[src/core/ras_pkg.sv]
/*
  Constants shared by the return-address stack: register indices, field
  positions, reset values and the encodings of the bus handshake.
  Assumes a 32-bit Avalon-MM register bus with byte addresses.
*/
package ras_pkg;

  // Stack geometry
  localparam int          RAS_DEPTH      = 4;
  localparam int          RAS_PC_W       = 10;
  localparam int          RAS_PTR_W      = 2;
  localparam int          RAS_LVL_W      = 3;
  localparam int          RAS_ADDR_W     = 10;
  localparam int          RAS_DATA_W     = 32;

  // Register indices; the byte address is four times the index
  localparam logic [7:0]  RAS_IDX_PTR    = 8'hDF;
  localparam logic [7:0]  RAS_IDX_STATUS = 8'hE0;
  localparam logic [7:0]  RAS_IDX_SLOT0  = 8'hF0;
  localparam logic [7:0]  RAS_IDX_SLOTN  = 8'hF7;

  // Pointer register fields
  localparam int          RAS_IRQEN_BIT  = 7;
  localparam int          RAS_PTR_LSB    = 0;

  // Status register fields
  localparam int          RAS_OVF_BIT    = 0;
  localparam int          RAS_UNF_BIT    = 1;
  localparam int          RAS_LVL_LSB    = 4;

  // Slot high byte keeps program counter bits 9 and 8
  localparam int          RAS_HI_W       = 2;

  // Reset values
  localparam logic [1:0]  RAS_PTR_RST    = 2'h3;
  localparam logic        RAS_IRQEN_RST  = 1'b0;
  localparam logic [7:0]  RAS_SLOT_RST   = 8'h00;
  localparam logic [2:0]  RAS_LVL_RST    = 3'h0;

  // Bus handshake states
  typedef enum logic {
    RAS_BUS_IDLE = 1'b0,
    RAS_BUS_ACK  = 1'b1
  } ras_bus_t;

endpackage

[src/core/ras_return_stack.sv]
/*
  Four-level return-address stack with its pointer and the global interrupt
  enable bit, reachable over an Avalon-MM slave with waitrequest.
  Assumes the instruction sequencer pulses push and pop for one mclk cycle
  each and presents the program counter to save together with the push.
*/
`timescale 1ns/100ps

module ras_return_stack
  import ras_pkg::*;
(
  // Clock and reset
  input  wire logic                            mclk,
  input  wire logic                            rstn,
  // Avalon-MM register slave
  input  wire logic [ras_pkg::RAS_ADDR_W-1:0]  address,
  input  wire logic                            read,
  input  wire logic                            write,
  input  wire logic [ras_pkg::RAS_DATA_W-1:0]  writedata,
  input  wire logic [3:0]                      byteenable,
  output logic      [ras_pkg::RAS_DATA_W-1:0]  readdata,
  output logic                                 waitrequest,
  // Instruction sequencer
  input  wire logic                            callPush,
  input  wire logic                            irqPush,
  input  wire logic [ras_pkg::RAS_PC_W-1:0]    pushPc,
  input  wire logic                            subReturn,
  input  wire logic                            irqReturn,
  output logic      [ras_pkg::RAS_PC_W-1:0]    popPc,
  output logic                                 popValid,
  // Status to the core
  output logic                                 globalIrqEnable,
  output logic                                 stackOverflow
);

  import ras_pkg::*;

  // Slot index addressed by a pointer value: 11 -> 0, 10 -> 1, 01 -> 2, 00 -> 3
  function automatic logic [RAS_PTR_W-1:0] slotOf(input logic [RAS_PTR_W-1:0] p);
    slotOf = ~p;
  endfunction

  function automatic logic [7:0] regIndex(input logic [RAS_ADDR_W-1:0] a);
    regIndex = a[9:2];
  endfunction

  logic [RAS_PTR_W-1:0] returnPointer;
  logic [RAS_HI_W-1:0]  returnSlotHigh [RAS_DEPTH];
  logic [7:0]           returnSlotLow  [RAS_DEPTH];
  logic [RAS_LVL_W-1:0] level;
  logic                 stackUnderflow;
  ras_bus_t             busState;

  logic                 doPush;
  logic                 doPop;
  logic [RAS_PTR_W-1:0] pushSlot;
  logic [RAS_PTR_W-1:0] popSlot;
  logic                 busWrite;
  logic [7:0]           wrIndex;
  logic [7:0]           rdIndex;
  logic                 wrPtr;
  logic                 wrStatus;
  logic                 wrSlot;
  logic [RAS_PTR_W-1:0] wrSlotSel;
  logic                 wrSlotHigh;
  logic [RAS_DATA_W-1:0] next_readdata;

  // Both stack-save sources share one push; a push in the same cycle as a
  // pop wins and that pop is dropped, with no popValid
  assign doPush   = callPush | irqPush;
  assign doPop    = (subReturn | irqReturn) & ~doPush;
  assign pushSlot = slotOf(returnPointer);
  assign popSlot  = slotOf(returnPointer + 2'd1);

  // A write takes effect at the edge where waitrequest is seen low
  assign busWrite   = write & ~waitrequest & byteenable[0];
  assign wrIndex    = regIndex(address);
  assign rdIndex    = regIndex(address);
  assign wrPtr      = busWrite & (wrIndex == RAS_IDX_PTR);
  assign wrStatus   = busWrite & (wrIndex == RAS_IDX_STATUS);
  assign wrSlot     = busWrite & (wrIndex >= RAS_IDX_SLOT0) & (wrIndex <= RAS_IDX_SLOTN);
  assign wrSlotSel  = wrIndex[2:1];
  assign wrSlotHigh = wrIndex[0];

  // Bus handshake: exactly one wait cycle, then one cycle with waitrequest low
  always_ff @(posedge mclk or negedge rstn) begin
    if (!rstn) begin
      busState    <= RAS_BUS_IDLE;
      waitrequest <= 1'b1;
    end else begin
      case (busState)
        RAS_BUS_IDLE: begin
          if (read | write) begin
            busState    <= RAS_BUS_ACK;
            waitrequest <= 1'b0;
          end
        end
        RAS_BUS_ACK: begin
          busState    <= RAS_BUS_IDLE;
          waitrequest <= 1'b1;
        end
        default: begin
          busState    <= RAS_BUS_IDLE;
          waitrequest <= 1'b1;
        end
      endcase
    end
  end

  // Read mux; unmapped addresses read as zero
  always_comb begin
    next_readdata = '0;
    if (rdIndex == RAS_IDX_PTR) begin
      next_readdata[RAS_IRQEN_BIT] = globalIrqEnable;
      next_readdata[RAS_PTR_LSB +: RAS_PTR_W] = returnPointer;
    end else if (rdIndex == RAS_IDX_STATUS) begin
      next_readdata[RAS_OVF_BIT] = stackOverflow;
      next_readdata[RAS_UNF_BIT] = stackUnderflow;
      next_readdata[RAS_LVL_LSB +: RAS_LVL_W] = level;
    end else if ((rdIndex >= RAS_IDX_SLOT0) && (rdIndex <= RAS_IDX_SLOTN)) begin
      if (rdIndex[0]) begin
        next_readdata[RAS_HI_W-1:0] = returnSlotHigh[rdIndex[2:1]];
      end else begin
        next_readdata[7:0] = returnSlotLow[rdIndex[2:1]];
      end
    end
  end

  // Read data is captured with the acknowledge and stands while it is low
  always_ff @(posedge mclk or negedge rstn) begin
    if (!rstn) begin
      readdata <= '0;
    end else if ((busState == RAS_BUS_IDLE) && read) begin
      readdata <= next_readdata;
    end
  end

  // Pointer: hardware push and pop win over a software write in the same cycle
  always_ff @(posedge mclk or negedge rstn) begin
    if (!rstn) begin
      returnPointer <= RAS_PTR_RST;
    end else if (doPush) begin
      returnPointer <= returnPointer - 2'd1;
    end else if (doPop) begin
      returnPointer <= returnPointer + 2'd1;
    end else if (wrPtr) begin
      returnPointer <= writedata[RAS_PTR_LSB +: RAS_PTR_W];
    end
  end

  // Global interrupt enable lives in the pointer register
  always_ff @(posedge mclk or negedge rstn) begin
    if (!rstn) begin
      globalIrqEnable <= RAS_IRQEN_RST;
    end else if (wrPtr) begin
      globalIrqEnable <= writedata[RAS_IRQEN_BIT];
    end
  end

  // Slot storage; a push is written at the edge that ends the cycle it is requested and wins over a slot write
  always_ff @(posedge mclk or negedge rstn) begin
    if (!rstn) begin
      for (int i = 0; i < RAS_DEPTH; i++) begin
        returnSlotHigh[i] <= RAS_SLOT_RST[RAS_HI_W-1:0];
        returnSlotLow[i]  <= RAS_SLOT_RST;
      end
    end else if (doPush) begin
      returnSlotHigh[pushSlot] <= pushPc[9:8];
      returnSlotLow[pushSlot]  <= pushPc[7:0];
    end else if (wrSlot) begin
      if (wrSlotHigh) begin
        returnSlotHigh[wrSlotSel] <= writedata[RAS_HI_W-1:0];
      end else begin
        returnSlotLow[wrSlotSel] <= writedata[7:0];
      end
    end
  end

  // Restored address towards the program counter
  always_ff @(posedge mclk or negedge rstn) begin
    if (!rstn) begin
      popPc    <= '0;
      popValid <= 1'b0;
    end else begin
      popValid <= doPop;
      if (doPop) begin
        popPc <= {returnSlotHigh[popSlot], returnSlotLow[popSlot]};
      end
    end
  end

  // Fill level follows the pointer; writing the pointer sets the level it
  // implies, so 11 means empty and a full stack cannot be written back
  always_ff @(posedge mclk or negedge rstn) begin
    if (!rstn) begin
      level <= RAS_LVL_RST;
    end else if (doPush) begin
      if (level != RAS_LVL_W'(RAS_DEPTH)) begin
        level <= level + 3'd1;
      end
    end else if (doPop) begin
      if (level != 3'd0) begin
        level <= level - 3'd1;
      end
    end else if (wrPtr) begin
      level <= {1'b0, slotOf(writedata[RAS_PTR_LSB +: RAS_PTR_W])};
    end
  end

  // Sticky error flags, write one to clear; a new event wins over the clear
  always_ff @(posedge mclk or negedge rstn) begin
    if (!rstn) begin
      stackOverflow <= 1'b0;
    end else if (doPush && (level == RAS_LVL_W'(RAS_DEPTH))) begin
      stackOverflow <= 1'b1;
    end else if (wrStatus && writedata[RAS_OVF_BIT]) begin
      stackOverflow <= 1'b0;
    end
  end

  always_ff @(posedge mclk or negedge rstn) begin
    if (!rstn) begin
      stackUnderflow <= 1'b0;
    end else if (doPop && (level == 3'd0)) begin
      stackUnderflow <= 1'b1;
    end else if (wrStatus && writedata[RAS_UNF_BIT]) begin
      stackUnderflow <= 1'b0;
    end
  end
endmodule

[config.mk]
export PLATFORM = sky130hd
export DESIGN_NAME = ras_return_stack
export DESIGN_NICKNAME = d
export VERILOG_FILES = /design/src/core/ras_pkg.sv /design/src/core/ras_return_stack.sv
export SDC_FILE = /design/constraint.sdc
export NUM_CORES = 1
export LEC_CHECK = 0
export BUFFER_PORTS_ARGS = -buffer_cell sky130_fd_sc_hd__buf_4
export CAP_MARGIN = 10
export CORE_AREA = 2 2 91 93
export CTS_CLUSTER_SIZE = 40
export DETAILED_ROUTE_END_ITERATION = 16
export DIE_AREA = 0 0 93 95
export PLACE_DENSITY = 0.8
export SLEW_MARGIN = 20
export SYNTH_ARGS = -nofsm -noshare
export SYNTH_HDL_FRONTEND = slang
export SYNTH_SLANG_ARGS = --single-unit
[constraint.sdc]
create_clock -name mclk -period 2.7 [get_ports mclk]
set_input_delay 0.54 -clock mclk [delete_from_list [all_inputs] [get_ports mclk]]
set_output_delay 0.54 -clock mclk [all_outputs]
set_load 0.02 [all_outputs]
==> flow_metrics.env <==
export IMPL_ctsHoldBuffers=0
export IMPL_status="finished clean"
export IMPL_multi_input_area_um2=2110
export IMPL_start_kind="flip-flop"
export IMPL_synth_seq_cells=69
export IMPL_drc=0
export IMPL_period_minus_slack_ns=2.19
export IMPL_slew_headroom_pct=43.1
export IMPL_hold_viol_final=0
export IMPL_worst_pin_slew_ns=0.854
export IMPL_detailed_place_hpwl_um=7530
export IMPL_critical_path_most_common_cell="nand2_1"
export IMPL_cts_resized_gates=0
export IMPL_fill_cells=696
export IMPL_synth_area_um2=4050
export IMPL_power_density_nw_per_um2=934
export IMPL_worst_r2r_cell_count=5
export IMPL_clk_pin_slew_worst_paths_ns=0.07
export IMPL_antenna_found_initial=0
export IMPL_layout_common_cells="buf_4 (73), nand2_1 (66), dfrtp_1 (66)"
export IMPL_cts_buffers=9
export IMPL_synth_cell_types=46
export IMPL_grt_pass1_vias=3173
export IMPL_boundaryPins=110
export IMPL_num_antenna_cells=0
export IMPL_rows=33
export IMPL_grt_max_degree=70
export IMPL_finalNetCount=521
export IMPL_fin_skew_ns=0.00988
export IMPL_seq_area_frac_synth_pct=42.7
export IMPL_htree_levels=3
export IMPL_avgViaCountPerCell=5.94
export IMPL_critical_path_arrival_ns=2.43
export IMPL_grt_total_usage_pct=24.4
export IMPL_vdd_ir_drop_max_mv=0.481
export IMPL_end_kind="flip-flop"
export IMPL_drt_iter0_drc=249
export IMPL_setup_viol=0
export IMPL_root_buffer="clkbuf_8"
export IMPL_cpMaxStageDelayCell="dfstp_2"
export IMPL_grt_first_pass_wirelength_um=16200
export IMPL_core_area_um2=7930
export IMPL_avgSynthCellArea_um2=10.4
export IMPL_cp_slowest_stage_delay_ns=0.68
export IMPL_cts_tree="yes"
export IMPL_path_buf_inv=1
export IMPL_dr_pass1_iters=5
export IMPL_crit_family="flip-flops"
export IMPL_final_layout_size_suffix_gt1_share_pct=29.2
export IMPL_max_freq_mhz=456
export IMPL_layout_commonest_cell="buf_4"
export IMPL_ff_latch_area_um2=1730
export IMPL_cts_setup_buffers=0
export IMPL_slew_violations=0
export IMPL_worstSkewPairLatency_ns=0.35
export IMPL_start_util_pct=51.1
export IMPL_cap_viol_max_count=0
export IMPL_fin_crit_sh_pct=81.3
export IMPL_synth_warning_count=0
export IMPL_dieArea_um2=8840
export IMPL_cp_depth=5
export IMPL_dp_slack_ns=0.438
export IMPL_fin_util_pct=59.9
export IMPL_overflow=0
export IMPL_wl_um=10400
export IMPL_die_height_um=95
export IMPL_worstPathMaxFanout=12
export IMPL_hold_class="in2async"
export IMPL_rsz0062_at_grt="no"
export IMPL_gp_congestion=0.967
export IMPL_final_setup_tns_ns=0
export IMPL_die_width_um=93
export IMPL_worst_hold_slack_ns=0.289
export IMPL_synth_cells=388
export IMPL_crit_chain="inv_1 -> ha_1 -> mux4_2 -> nand2_1 -> nand2_1"
export IMPL_portBuffers=56
export IMPL_cts_buffer_depth=2
export IMPL_area_growth_pct=17.2
export IMPL_antenna_left=0
export IMPL_required_ns=2.94
export IMPL_leakagePower_nw=2.21
export IMPL_cts_sinks=69
export IMPL_layout_setup_ws_ns=0.505
export IMPL_p_total_mw=4.43
export IMPL_criticalPathCategory="reg2reg"
export IMPL_vias=3324
export IMPL_wire_per_inst_um=18.6
-- flip-flops by register name (all words and copies together), names as in the netlist --
register,flops
waitrequest,1
popValid,1
returnPointer,2
popPc,10
stackOverflow,1
returnSlotLow,32
globalIrqEnable,1
stackUnderflow,1
readdata,8
returnSlotHigh,8
level,3
busState,1
-- final timing paths --
check / start / to / slack [ns]
max: returnPointer[0] / popPc[8] / 0.51
min in group mclk: read / busState / 0.44
min reg2reg: busState / busState / 0.48
max in group asynchronous: rstn / readdata[6] / 1.84
max reg2reg: returnPointer[0] / popPc[8] / 0.51
min: rstn / returnSlotHigh[3] / 0.29
-- area by class of cell --
class                   count  share of cell area (%)
well taps                 105                    2.77
multi-input cells         289                    44.3
repair buffers             73                    11.5
clock buffers              13                    3.35
inverters                   8                   0.632
clock inverters             3                   0.922
flip-flops and latches     69                    36.4
-- synthesized netlist by cell type (all sizes together) --
master	instances	area, um2
a21o	2	15.0
a21oi	12	67.6
a221oi	4	41.3
a22o	18	158
a22oi	25	188
a311oi	1	15.0
a31oi	3	18.8
a32oi	2	17.5
and2	5	31.3
and3	2	12.5
and4b	1	10.0
buf	31	220
clkbuf	14	52.6
conb	1	3.75
dfrtp	66	1650
dfstp	3	78.8
ha	7	87.6
inv	8	30.0
mux2	17	191
mux2i	3	30.0
mux4	19	432
nand2	66	248
nand2b	2	12.5
nand3	5	25.0
nand3b	1	7.51
nand4	1	6.26
nand4b	2	17.5
nor2	13	48.8
nor2b	2	12.5
nor3	7	40.0
nor4	1	6.26
nor4b	1	23.8
o211ai	1	7.51
o21ai	30	150
o22ai	2	12.5
o2bb2ai	6	52.6
or2	1	6.26
or3	2	12.5
or4	1	11.3
-- metrics by stage --
step,std cells,cell area (um2)
2_1_floorplan,411,4140
4_1_cts,560,4750
6_report,560,4750
5_1_grt,560,4750
3_3_place_gp,544,4550
3_5_place_dp,544,4550
-- cells by family (layout without fill, tap and decap cells) --
logic type | count (synthesis) | count (layout) | share of synthesized area [%]
adders and majority gates | 7 | 7 | 2.16
muxes | 39 | 39 | 16.1
and+or+nand+nor | 113 | 113 | 13.1
AOI/OAI and AO/OA | 106 | 106 | 18.3
other | 1 | 24 | 0.0925
buffers and inverters | 53 | 97 | 7.47
DFF | 69 | 69 | 42.7
-- worst reg2reg max path, stage by stage, from the launching register on --
cell	delay, ns
dfstp_2	0.68
inv_1	0.16
ha_1	0.67
mux4_2	0.43
nand2_1	0.10
nand2_1	0.05
-- routing by layer --
metal	GRT usage [%]	vias to the layer above	share of wire (%)
met5	0	-	0
met2	38.2	152	48
met1	32.8	1634	43
met3	5.43	23	6.5
li1	-	1515	-
met4	11.0	0	2.4
-- report_power, final --
part / internal, mW / total [mW] / leakage, nW / switching (mW)
clock network: 0.478 / 0.872 / 0.104 / 0.394
registers: 1.45 / 1.78 / 0.896 / 0.333
logic: 0.875 / 1.78 / 1.21 / 0.907
Power figures use the tool's default switching activity.
